File: src/core/ccdseq_pkg.sv
// Constants and types for the CCD readout sequencer
package ccdseq_pkg;
	localparam int CLK_NS = 25;
	// Pixel period, at least 200 ns; 250 ns gives an even split of halves
	localparam int PIX_NS = 250;
	localparam int PIX_CYC = (PIX_NS + CLK_NS - 1) / CLK_NS;
	localparam int PIX_HALF = PIX_CYC / 2;
	localparam int RST_NS = 50;
	localparam int RST_CYC = (RST_NS + CLK_NS - 1) / CLK_NS;
	localparam int VPW_US = 4;
	localparam int VPW_CYC = (VPW_US * 1000 + CLK_NS - 1) / CLK_NS;
	localparam int HS_NS = 500;
	localparam int HS_CYC = (HS_NS + CLK_NS - 1) / CLK_NS;
	localparam logic [3:0] PH_LAST = 4'(PIX_CYC - 1);
	localparam logic [3:0] PH_HALF = 4'(PIX_HALF);
	localparam logic [3:0] PH_RST = 4'(PIX_CYC - RST_CYC);
	localparam logic [3:0] PH_SAMPLE = 4'(PIX_CYC - RST_CYC - 1);
	localparam logic [15:0] VPW_LAST = 16'(VPW_CYC - 1);
	localparam logic [15:0] HS_LAST = 16'(HS_CYC - 1);
	localparam int IMG_COLS = 1024;
	localparam int DARK_LEFT = 4;
	localparam int DARK_RIGHT = 8;
	localparam int HREG_EXTRA = 8;
	localparam int IMG_ROWS = 1024;
	localparam int DARK_TOP = 4;
	localparam int DARK_BOTTOM = 4;
	localparam logic [10:0] HPIX_LAST =
		11'(IMG_COLS + DARK_LEFT + DARK_RIGHT + HREG_EXTRA - 1);
	localparam logic [10:0] LINES_TOTAL =
		11'(IMG_ROWS + DARK_TOP + DARK_BOTTOM);
	typedef enum logic [2:0] {
		ST_IDLE = 3'b000,
		ST_EXPOSE = 3'b001,
		ST_VA = 3'b010,
		ST_VSWAP = 3'b011,
		ST_VBACK = 3'b100,
		ST_HSETUP = 3'b101,
		ST_HREAD = 3'b110,
		ST_DONE = 3'b111
	} ccdseq_state_e;
	typedef enum logic {
		SEL_WIDE = 1'b0,
		SEL_SENS = 1'b1
	} ccdseq_sel_e;
endpackage

File: src/core/ccdseq_pixdiv.sv
// Free-running pixel phase divider
`timescale 1ns/1ps
`default_nettype none
module ccdseq_pixdiv (
	input wire logic clk_in,
	input wire logic rst_in,
	output logic [3:0] phase_out,
	output logic wrap_out
);
	import ccdseq_pkg::*;
	logic [3:0] ph_r;
	logic [3:0] ph_nxt;
	always_comb begin
		ph_nxt = (ph_r == PH_LAST) ? 4'h0 : ph_r + 4'h1;
	end
	always_ff @(posedge clk_in or posedge rst_in) begin
		if (rst_in) begin
			ph_r <= 4'h0;
		end else begin
			ph_r <= ph_nxt;
		end
	end
	assign phase_out = ph_r;
	assign wrap_out = (ph_r == PH_LAST);
endmodule
`default_nettype wire

File: src/core/ccdseq_ctrl.sv
// Timing generator that clocks a full-frame two-phase CCD through one frame
// Functional notes
// - Light is blocked (shutter closed) whenever charge is being moved.
// - Both vertical phases stay low for the whole user-chosen exposure.
// - A line moves: A high, both phases swap, swap again, then A low.
// - The horizontal phases are complementary while a line shifts out.
// - Line transfer and line readout repeat until the whole frame is read.
// - Wide output: split gate B held low, split gate A copies horiz B.
// - Sensitive output: split gate A held low, split gate B copies horiz B.
// - The node reset pulses after each pixel has been sampled.
// - The node reset runs continuously, during and between readouts.
// - The static split gate sits at the low level of horizontal B.
// - Each horizontal pixel period is at least 200 ns.
// - Each vertical phase pulse lasts at least 4 us.
`timescale 1ns/1ps
`default_nettype none
module ccdseq_ctrl (
	input wire logic clk_in,
	input wire logic rst_in,
	input wire logic expose_in,
	input wire ccdseq_pkg::ccdseq_sel_e out_sel_in,
	output logic vert_phase_a_out,
	output logic vert_phase_b_out,
	output logic horiz_phase_a_out,
	output logic horiz_phase_b_out,
	output logic split_gate_a_out,
	output logic split_gate_b_out,
	output logic node_reset_out,
	output logic shutter_open_out,
	output logic sample_out,
	output logic busy_out,
	output logic frame_done_out
);
	import ccdseq_pkg::*;

	logic [3:0] phase;
	logic wrap;
	ccdseq_pixdiv u_div (
		.clk_in(clk_in),
		.rst_in(rst_in),
		.phase_out(phase),
		.wrap_out(wrap)
	);

	ccdseq_state_e state_r, state_nxt;
	ccdseq_sel_e sel_r, sel_nxt;
	logic [15:0] cnt_r, cnt_nxt;
	logic [10:0] line_r, line_nxt;
	logic [10:0] pix_r, pix_nxt;

	always_comb begin
		state_nxt = state_r;
		sel_nxt = sel_r;
		cnt_nxt = cnt_r + 16'h0001;
		line_nxt = line_r;
		pix_nxt = pix_r;
		case (state_r)
			ST_IDLE: begin
				cnt_nxt = 16'h0000;
				if (expose_in) begin
					sel_nxt = out_sel_in;
					line_nxt = 11'h000;
					state_nxt = ST_EXPOSE;
				end
			end
			ST_EXPOSE: begin
				// Exposure length is whatever the user holds expose_in for
				cnt_nxt = 16'h0000;
				if (!expose_in) begin
					state_nxt = ST_VA;
				end
			end
			ST_VA: begin
				if (cnt_r == VPW_LAST) begin
					cnt_nxt = 16'h0000;
					state_nxt = ST_VSWAP;
				end
			end
			ST_VSWAP: begin
				if (cnt_r == VPW_LAST) begin
					cnt_nxt = 16'h0000;
					state_nxt = ST_VBACK;
				end
			end
			ST_VBACK: begin
				if (cnt_r == VPW_LAST) begin
					cnt_nxt = 16'h0000;
					state_nxt = ST_HSETUP;
				end
			end
			ST_HSETUP: begin
				// Start shifting only on a pixel boundary after setup
				if (cnt_r >= HS_LAST) begin
					cnt_nxt = HS_LAST;
					if (wrap) begin
						pix_nxt = 11'h000;
						state_nxt = ST_HREAD;
					end
				end
			end
			ST_HREAD: begin
				cnt_nxt = 16'h0000;
				if (wrap) begin
					if (pix_r == HPIX_LAST) begin
						line_nxt = line_r + 11'h001;
						if (line_r == LINES_TOTAL - 11'h001) begin
							state_nxt = ST_DONE;
						end else begin
							state_nxt = ST_VA;
						end
					end else begin
						pix_nxt = pix_r + 11'h001;
					end
				end
			end
			ST_DONE: begin
				cnt_nxt = 16'h0000;
				state_nxt = ST_IDLE;
			end
			default: begin
				cnt_nxt = 16'h0000;
				state_nxt = ST_IDLE;
			end
		endcase
	end

	always_ff @(posedge clk_in or posedge rst_in) begin
		if (rst_in) begin
			state_r <= ST_IDLE;
			sel_r <= SEL_WIDE;
			cnt_r <= 16'h0000;
			line_r <= 11'h000;
			pix_r <= 11'h000;
		end else begin
			state_r <= state_nxt;
			sel_r <= sel_nxt;
			cnt_r <= cnt_nxt;
			line_r <= line_nxt;
			pix_r <= pix_nxt;
		end
	end

	// Pin levels; all registered so the drivers see glitch-free edges
	logic reading;
	logic vpa_nxt, vpb_nxt, ha_nxt, hb_nxt, sga_nxt, sgb_nxt;
	logic rst_nxt, shut_nxt, smp_nxt, busy_nxt, done_nxt;
	logic vpa_r, vpb_r, ha_r, hb_r, sga_r, sgb_r;
	logic rst_r, shut_r, smp_r, busy_r, done_r;

	always_comb begin
		reading = (state_r == ST_HREAD);
		vpa_nxt = (state_r == ST_VA) || (state_r == ST_VBACK);
		vpb_nxt = (state_r == ST_VSWAP);
		hb_nxt = reading && (phase < PH_HALF);
		ha_nxt = reading ? !hb_nxt : 1'b1;
		// The idle split gate is simply held at the low level
		sga_nxt = (sel_r == SEL_WIDE) ? hb_nxt : 1'b0;
		sgb_nxt = (sel_r == SEL_SENS) ? hb_nxt : 1'b0;
		smp_nxt = reading && (phase == PH_SAMPLE);
		// Reset never gated, so the node stays clean between frames too
		rst_nxt = (phase >= PH_RST);
		shut_nxt = (state_r == ST_EXPOSE);
		busy_nxt = (state_r != ST_IDLE);
		done_nxt = (state_r == ST_DONE);
	end

	always_ff @(posedge clk_in or posedge rst_in) begin
		if (rst_in) begin
			vpa_r <= 1'b0;
			vpb_r <= 1'b0;
			ha_r <= 1'b1;
			hb_r <= 1'b0;
			sga_r <= 1'b0;
			sgb_r <= 1'b0;
			rst_r <= 1'b0;
			shut_r <= 1'b0;
			smp_r <= 1'b0;
			busy_r <= 1'b0;
			done_r <= 1'b0;
		end else begin
			vpa_r <= vpa_nxt;
			vpb_r <= vpb_nxt;
			ha_r <= ha_nxt;
			hb_r <= hb_nxt;
			sga_r <= sga_nxt;
			sgb_r <= sgb_nxt;
			rst_r <= rst_nxt;
			shut_r <= shut_nxt;
			smp_r <= smp_nxt;
			busy_r <= busy_nxt;
			done_r <= done_nxt;
		end
	end

	assign vert_phase_a_out = vpa_r;
	assign vert_phase_b_out = vpb_r;
	assign horiz_phase_a_out = ha_r;
	assign horiz_phase_b_out = hb_r;
	assign split_gate_a_out = sga_r;
	assign split_gate_b_out = sgb_r;
	assign node_reset_out = rst_r;
	assign shutter_open_out = shut_r;
	assign sample_out = smp_r;
	assign busy_out = busy_r;
	assign frame_done_out = done_r;

	// Helper counters of how long each vertical phase has stayed high
	logic [15:0] vahi_r, vbhi_r, vahi_nxt, vbhi_nxt;
	always_comb begin
		vahi_nxt = vpa_r ? vahi_r + 16'h0001 : 16'h0000;
		vbhi_nxt = vpb_r ? vbhi_r + 16'h0001 : 16'h0000;
	end
	always_ff @(posedge clk_in or posedge rst_in) begin
		if (rst_in) begin
			vahi_r <= 16'h0000;
			vbhi_r <= 16'h0000;
		end else begin
			vahi_r <= vahi_nxt;
			vbhi_r <= vbhi_nxt;
		end
	end
endmodule
`default_nettype wire

File: config.mk
export PLATFORM = sky130hd
export DESIGN_NAME = ccdseq_ctrl
export DESIGN_NICKNAME = d
export VERILOG_FILES = /design/src/core/ccdseq_pkg.sv /design/src/core/ccdseq_pixdiv.sv /design/src/core/ccdseq_ctrl.sv
export SDC_FILE = /design/constraint.sdc
export NUM_CORES = 1
export LEC_CHECK = 0
export ABC_CLOCK_PERIOD_IN_PS = 3900
export BUFFER_PORTS_ARGS = -buffer_cell sky130_fd_sc_hd__buf_2
export CORE_MARGIN = 5
export CORE_UTILIZATION = 57
export DETAILED_ROUTE_END_ITERATION = 8
export HOLD_SLACK_MARGIN = 0.06
export PLACE_DENSITY = 0.76
export RECOVER_POWER = 100
export SYNTH_ARGS = -nofsm -noshare
export SYNTH_HDL_FRONTEND = slang
export SYNTH_HIERARCHICAL = 1
export SYNTH_SLANG_ARGS = --single-unit
File: constraint.sdc
create_clock -name clk_in -period 3.9 [get_ports clk_in]
set_clock_uncertainty 0.15 [all_clocks]
set_input_delay 0.585 -clock clk_in [delete_from_list [all_inputs] [get_ports clk_in]]
set_output_delay 0.585 -clock clk_in [all_outputs]
set_load 0.03 [all_outputs]
==> metrics.csv, run 1 <==
stage;metric;value;unit
status;status;completed;
run;Max Cap Violations;0;
finish;share of the core filled with cells;0.641;
finish;Finished Layout Cells;405;
synth;simple-gate area share of the yosys netlist;0.249;
sta;Sum Neg Setup Slack;0;ns
floorplan;Die Span Y;81.7;microns
pwr;pwr dens;369;nW/um^2
critical_path;kind of critical path;flop to flop;
synth;Syn Inst Count;315;
synth;fraction of the mapped netlist area in adder cells;0.0128;
sta;Max Slew Vio Count;0;
placement;gpl congestion;0.884;
clock_network;clk slew on worst S/H paths;0.07;ns
placement;DP Wirelength;3980;microns
clock_network;post-CTS resize count;0;
floorplan;area of the core;5040;sq um
min_path;min-delay worst type;flop to flop;
drt;DRT Pass-1 Iters;4;
global_route;initial antenna violation count;0;
pwr;static leakage;1.42;nW
finish;Layout fillers;416;
drt;drt first-iter violations;207;
critical_path;Worst R2R Start;state_r[2]$_DFFE_PP0P_;
global_route;vias in the first global route;2155;
floorplan;Die Wd;81.7;microns
drt;Final ANT Viol Nets;0;
clock_network;total CTS buffers;9;
placement;PortBufs;14;
critical_path;Max FO, Critical Path;16;
floorplan;Initial Util;0.582;
critical_path;crit path DAT;3.07;ns
finish;area grow syn2layout;10.2;%
critical_path;Worst Setup SP;state_r[2]$_DFFE_PP0P_;
critical_path;crit-path cells;nand3b_1 > nor4_1 > o22ai_1 > or4_1 > a21oi_1;
synth;ys flop type;dfrtp_1;
synth;Post-synth EDFFs;0;
drt;Post-Route WL;5830;microns
critical_path;Startpoint Class;flop;
critical_path;Reg2Reg Setup Slack;0.93;ns
drt;DRC;0;
critical_path;crit-path max cell delay;0.59;ns
placement;placed cell count;388;
pwr;Total Power;1.19;mW
sta;Final Hold Vio Count;0;
critical_path;capturing point of the worst reg2reg path;line_r[9]$_DFFE_PP0P_;
synth;cell area after synthesis;2930;sq um
sta;Final setup viols;0;
finish;nets;337;
synth;largest family of logic cells by synthesized area;simple AND/OR/NAND/NOR gates;
finish;# diodes;0;
sta;RSZ-0062 raised after global routing;false;
sta;fin crit share;0.762;
synth;yosys warns;6;
sta;Hold Slack;0.300;ns
pwr;VDD IR max;0.238;mV
critical_path;Critical Path RT;4.00;ns
critical_path;crit path capture type;flop;
clock_network;number of buffers on the longest clock path;2;
floorplan;# rows;26;
synth;Synth async-reset ratio;1.00;
synth;sequential share of the synthesized area;0.487;
clock_network;Root Buffer Master;clkbuf_8;
sta;Tmin final;2.97;ns
critical_path;Worst setup endpoint;line_r[9]$_DFFE_PP0P_;
synth;XOR/XNOR share of the synthesized area;0.0448;
critical_path;Critical-path top delay cell;dfrtp_1;
clock_network;TritonCTS clock tree;built;
synth;#FFs+latches synth;57;
sta;Slew headroom;0.330;
finish;layout cells sized above 1;0.0716;
drt;WL/cell;14.4;microns
global_route;total global routing overflow;0;
floorplan;die area;6680;sq um
synth;syn nets;322;
drt;total number of vias;2332;
synth;proportion of synthesized area in mux cells;0.0179;
global_route;GRT Total Usage;0.193;
synth;Compound-Gate Fraction of Synth Area;0.155;
global_route;largest net degree at the start of global routing;28;
critical_path;FF-to-FF path depth;5;
clock_network;H-tree Lvls;3;
drt;via density per instance;5.76;
clock_network;Skew-Pair Late Insertion Delay;0.33;ns
sta;Fmax;337;MHz
clock_network;clk sink count;57;
clock_network;Post-CTS Setup Inserts;0;
sta;Slew @ Worst Pin;1.00;ns
synth;average size of a mapped cell;9.31;sq um
synth;Cell variety after synth;54;
floorplan;Ports;15;
global_route;first-pass GRT wire length;9830;microns
power by group:
part	total, mW	switching, mW	leakage [nW]	internal [mW]
Combinational	0.0160	0.0126	0.564	0.00333
Clock	0.584	0.238	0.105	0.346
Sequential	0.592	0.000342	0.747	0.592
metal layers:
layer  GRT usage  wire length [microns]  up-vias
met5           0                      0        -
met4      0.0947                    110        0
met3      0.0482                    278       11
met2       0.297                   2690       63
met1       0.253                   2760     1105
li1            -                      -     1153
synth_stat cells, drive strengths merged (2+ instances only):
master	n	area, sq um
nand2	29	109
o21a	4	30.0
and3	11	68.8
xnor2	8	70.1
or3	3	18.8
xor2	7	61.3
o31ai	7	52.6
mux2	2	22.5
a21o	2	15.0
nor3	5	30.0
inv	13	48.8
mux2i	3	30.0
a31oi	10	62.6
nand3	12	60.1
a22o	2	17.5
a41oi	2	17.5
nor2b	6	40.0
o22ai	2	18.8
o21bai	3	22.5
dfrtp	56	1400
nor4	5	46.3
or2	7	43.8
ha	3	37.5
a21oi	13	65.1
o21ai	20	100
or4	4	30.0
nor2	37	141
nand2b	3	18.8
nand4	7	43.8
buf	2	8.75
and2	3	18.8
clkbuf	11	41.3
flip-flops by register name, summed over array words and instances, names as in the netlist:
signal / flops
busy_out: 1
cnt_r: 16
frame_done_out: 1
horiz_phase_a_out: 1
horiz_phase_b_out: 1
line_r: 11
node_reset_out: 1
pix_r: 11
sample_out: 1
sel_r: 1
shutter_open_out: 1
split_gate_a_out: 1
split_gate_b_out: 1
state_r: 3
u_div/phase_out: 4
vert_phase_a_out: 1
vert_phase_b_out: 1
how the worst min path moves through the flow:
stage,to,depth (start not counted),start,slack [ns]
after CTS,split_gate_a_out$_DFF_PP0_,1,sel_r$_DFFE_PP0P_,0.30
after global placement,split_gate_a_out$_DFF_PP0_,1,sel_r$_DFFE_PP0P_,0.28
after global routing,sel_r$_DFFE_PP0P_,2,out_sel_in,0.32
after detailed placement,split_gate_a_out$_DFF_PP0_,1,sel_r$_DFFE_PP0P_,0.28
final,split_gate_a_out$_DFF_PP0_,1,sel_r$_DFFE_PP0P_,0.30
after floorplan,u_div/phase_out[0]$_DFF_PP0_,1,rst_in,0.20
cell type report:
type,instances,area (sq um),share of cell area
Tap cell,70,87.6,0.0271
Sequential cell,57,1430,0.442
Timing Repair Buffer,17,76.3,0.0236
Clock inverter,4,50.0,0.0155
Multi-Input combinational cell,232,1380,0.426
Inverter,13,48.8,0.0151
Clock buffer,12,165,0.0511
critical path, delay by kind of cell (launching register included):
family | cells | cell delay, ns
AND/OR/NAND/NOR | 3 | 1.59
flip-flops | 1 | 0.59
AO/OA/AOI/OAI | 2 | 0.56
cell families after synthesis:
group,count (synthesis)
multiplexers,5
XOR/XNOR,15
buffers and inverters,26
AO/OA/AOI/OAI,71
flip-flops,57
AND/OR/NAND/NOR,138
adder cells (fa/ha/maj),3
timing repair:
item / in CTS / in global routing
setup endpoints to repair: 0 / 0
endpoints found under the hold margin: 4 / 0
hold buffers: 1 / 0
stage by stage:
step,worst slack (ns),cell area (sq um)
after detailed placement,1.32,3060
after floorplan,1.71,2930
after global routing,0.744,3230
after CTS,1.30,3280
final,0.928,3230
after global placement,1.43,3060
placed cells by master (no fill, tap or decap), types with 2 or more instances in the layout:
master and n:
nand2_1 29, nor2_1 37, or2_0 2, xor2_1 7, and2_1 2, nor3_1 4, clkinvlp_4 2, nand2b_1 3
o31ai_1 7, xnor2_1 8, nor2b_1 6, buf_2 2, ha_1 3, a31oi_1 10, a22o_1 2, o21ai_0 6
nand3_1 12, mux2i_1 3, nand4_1 7, or3_1 3, o21bai_1 3, clkbuf_1 13, a21o_1 2, clkbuf_8 12
nor4_1 5, or4_1 4, o21a_1 4, a21oi_1 13, o22ai_1 2, inv_1 13, or2_1 4, and3_1 11
o21ai_1 14, a41oi_1 2, dfrtp_1 56
Power figures use the tool's default switching activity.
==> inputs of run 2 (changes only) <==
--- a/config.mk
+++ b/config.mk
@@ -5,13 +5,13 @@
 export SDC_FILE = /design/constraint.sdc
 export NUM_CORES = 1
 export LEC_CHECK = 0
-export ABC_CLOCK_PERIOD_IN_PS = 3900
+export ABC_CLOCK_PERIOD_IN_PS = 2600
 export BUFFER_PORTS_ARGS = -buffer_cell sky130_fd_sc_hd__buf_2
 export CORE_MARGIN = 5
-export CORE_UTILIZATION = 57
+export CORE_UTILIZATION = 55
 export DETAILED_ROUTE_END_ITERATION = 8
 export HOLD_SLACK_MARGIN = 0.06
-export PLACE_DENSITY = 0.76
+export PLACE_DENSITY = 0.77
 export RECOVER_POWER = 100
 export SYNTH_ARGS = -nofsm -noshare
 export SYNTH_HDL_FRONTEND = slang
==> constraint.sdc (replaced) <==
create_clock -name clk_in -period 2.6 [get_ports clk_in]
set_clock_uncertainty 0.15 [all_clocks]
set_input_delay 0.39 -clock clk_in [delete_from_list [all_inputs] [get_ports clk_in]]
set_output_delay 0.39 -clock clk_in [all_outputs]
set_load 0.03 [all_outputs]
==> metrics.csv, run 2 (synthesis gave the netlist of run 1 again) <==
stage;metric;value;unit;change
status;status;completed;;unchanged
floorplan;# rows;26;;unchanged
sta;RSZ-0062 raised after global routing;false;;unchanged
drt;via density per instance;5.70;;was 5.76
finish;most frequent cells in the layout;dfrtp_1, nor2_1, nand2_1, o21ai_1;;unchanged
placement;DP Wirelength;4000;microns;was 3980 microns
finish;Top reg by flops;cnt_r;;unchanged
sta;Max Slew Vio Count;0;;unchanged
critical_path;Critical Path RT;2.63;ns;was 4.00 ns
pwr;static leakage;1.47;nW;was 1.42 nW
sta;Slew @ Worst Pin;1.28;ns;was 1.00 ns
clock_network;H-tree Lvls;3;;unchanged
sta;Slew headroom;0.148;;was 0.330
critical_path;Startpoint Class;flop;;unchanged
placement;gpl congestion;0.792;;was 0.884
sta;Final Hold Vio Count;0;;unchanged
drt;drt first-iter violations;106;;was 207
finish;# diodes;0;;unchanged
sta;Tmin final;2.42;ns;was 2.97 ns
drt;DRC;0;;unchanged
placement;PortBufs;14;;unchanged
pwr;VDD IR max;0.288;mV;was 0.238 mV
finish;layout cells sized above 1;0.0968;;was 0.0716
drt;Post-Route WL;5870;microns;was 5830 microns
critical_path;Reg2Reg Setup Slack;0.18;ns;was 0.93 ns
clock_network;Post-CTS Setup Inserts;0;;unchanged
drt;DRT Pass-1 Iters;4;;unchanged
critical_path;Max FO, Critical Path;11;;was 16
sta;Sum Neg Setup Slack;0;ns;unchanged
clock_network;Root Buffer Master;clkbuf_8;;unchanged
run;Max Cap Violations;0;;unchanged
finish;nets;343;;was 337
floorplan;Die Wd;83.0;microns;was 81.7 microns
global_route;initial antenna violation count;0;;unchanged
sta;Final setup viols;0;;unchanged
pwr;pwr dens;578;nW/um^2;was 369 nW/um^2
critical_path;crit path capture type;flop;;unchanged
sta;fin crit share;0.931;;was 0.762
clock_network;total CTS buffers;9;;unchanged
floorplan;area of the core;5140;sq um;was 5040 sq um
floorplan;Ports;15;;unchanged
global_route;largest net degree at the start of global routing;54;;was 28
finish;commonest non-fill, non-tap cell in the layout;dfrtp_1;;unchanged
drt;Final ANT Viol Nets;0;;unchanged
global_route;first-pass GRT wire length;10500;microns;was 9830 microns
finish;area grow syn2layout;13.4;%;was 10.2%
clock_network;TritonCTS clock tree;built;;unchanged
critical_path;kind of critical path;flop to flop;;unchanged
sta;Fmax;413;MHz;was 337 MHz
clock_network;clk slew on worst S/H paths;0.06;ns;was 0.07 ns
min_path;min-delay worst type;input pin to flop;;was flop to flop
drt;WL/cell;14.3;microns;was 14.4 microns
global_route;total global routing overflow;0;;unchanged
finish;max reg flops;16;;unchanged
clock_network;clk sink count;57;;unchanged
floorplan;die area;6890;sq um;was 6680 sq um
floorplan;Die Span Y;83.0;microns;was 81.7 microns
floorplan;Initial Util;0.571;;was 0.582
finish;Largest regs;cnt_r (16), line_r (11), pix_r (11);;unchanged
global_route;vias in the first global route;2278;;was 2155
clock_network;number of buffers on the longest clock path;2;;unchanged
drt;total number of vias;2344;;was 2332
critical_path;crit path DAT;2.45;ns;was 3.07 ns
clock_network;Skew-Pair Late Insertion Delay;0.34;ns;was 0.33 ns
global_route;GRT Total Usage;0.186;;was 0.193
finish;share of the core filled with cells;0.647;;was 0.641
## run 2: cell types whose count changed in the layout (fill, tap and decap cells not counted), sizes merged
cell | before | now
inv | 13 | 12
buf | 3 | 6
bufinv | 1 | 3
clkinv | 1 | 4
clkbuf | 25 | 26
clkinvlp | 2 | 0
## run 2: cell type report
| cell class | instances | area [sq um] |
|---|---|---|
| Clock buffer | 10 | 138 |
| Clock inverter | 6 | 105 |
| Fill cell | 434 | 1810 |
| Inverter | 13 | 48.8 |
| Multi-Input combinational cell | 232 | 1410 |
| Sequential cell | 57 | 1430 |
| Tap cell | 70 | 87.6 |
| Timing Repair Buffer | 23 | 114 |
## run 2: worst paths after layout
kind	start	depth (start not counted)	end
setup / recovery	u_div/phase_out[3]$_DFF_PP0_	5	pix_r[7]$_DFFE_PP0P_
hold / removal	out_sel_in	2	sel_r$_DFFE_PP0P_
setup reg to reg	u_div/phase_out[3]$_DFF_PP0_	5	pix_r[7]$_DFFE_PP0P_
hold reg to reg	u_div/phase_out[3]$_DFF_PP0_	0	node_reset_out$_DFF_PP0_
max in group asynchronous	rst_in	4	pix_r[5]$_DFFE_PP0P_
min in group asynchronous	rst_in	3	u_div/phase_out[1]$_DFF_PP0_
## run 2: per-stage QoR
step                cells  hold WS, ns  power (mW)  area, sq um  setup slack, ns
finish                411        0.137        1.92         3330            0.180
global route          411        0.138        1.98         3330           0.0212
CTS                   411        0.131        1.94         3350            0.142
detailed placement    394        0.147       0.930         3100            0.132
global placement      394        0.139       0.929         3100            0.198
floorplan             315      0.00608       0.920         2930            0.410
## run 2: per-layer routing
metal  share of wire  GRT usage  vias up  wire length, microns
li1                -          -     1162                     -
met5               0          0        -                     0
met1            0.48      0.250     1127                  2830
met3           0.040     0.0485       13                   237
met2            0.46      0.277       42                  2680
met4           0.022     0.0951        0                   131
## run 2: what timing repair did
action / in CTS / in global routing
setup endpoints to repair: 0 / 1
hold buffers: 1 / 0
resized for setup: 0 / 1
hold endpoints to repair: 4 / 0
## run 2: report_power, final
part | leakage, nW | switching, mW | internal (mW) | total [mW]
Sequential | 0.747 | 0.000669 | 0.888 | 0.889
Combinational | 0.594 | 0.0195 | 0.00450 | 0.0240
Clock | 0.126 | 0.352 | 0.657 | 1.01
## run 2: worst max-delay path, stage by stage, from the launching register on
cell and delay [ns]:
dfrtp_1 0.41, nor2b_2 0.23, nor3b_1 0.36, nand2_1 0.20
a21oi_1 0.73, a31oi_1 0.18
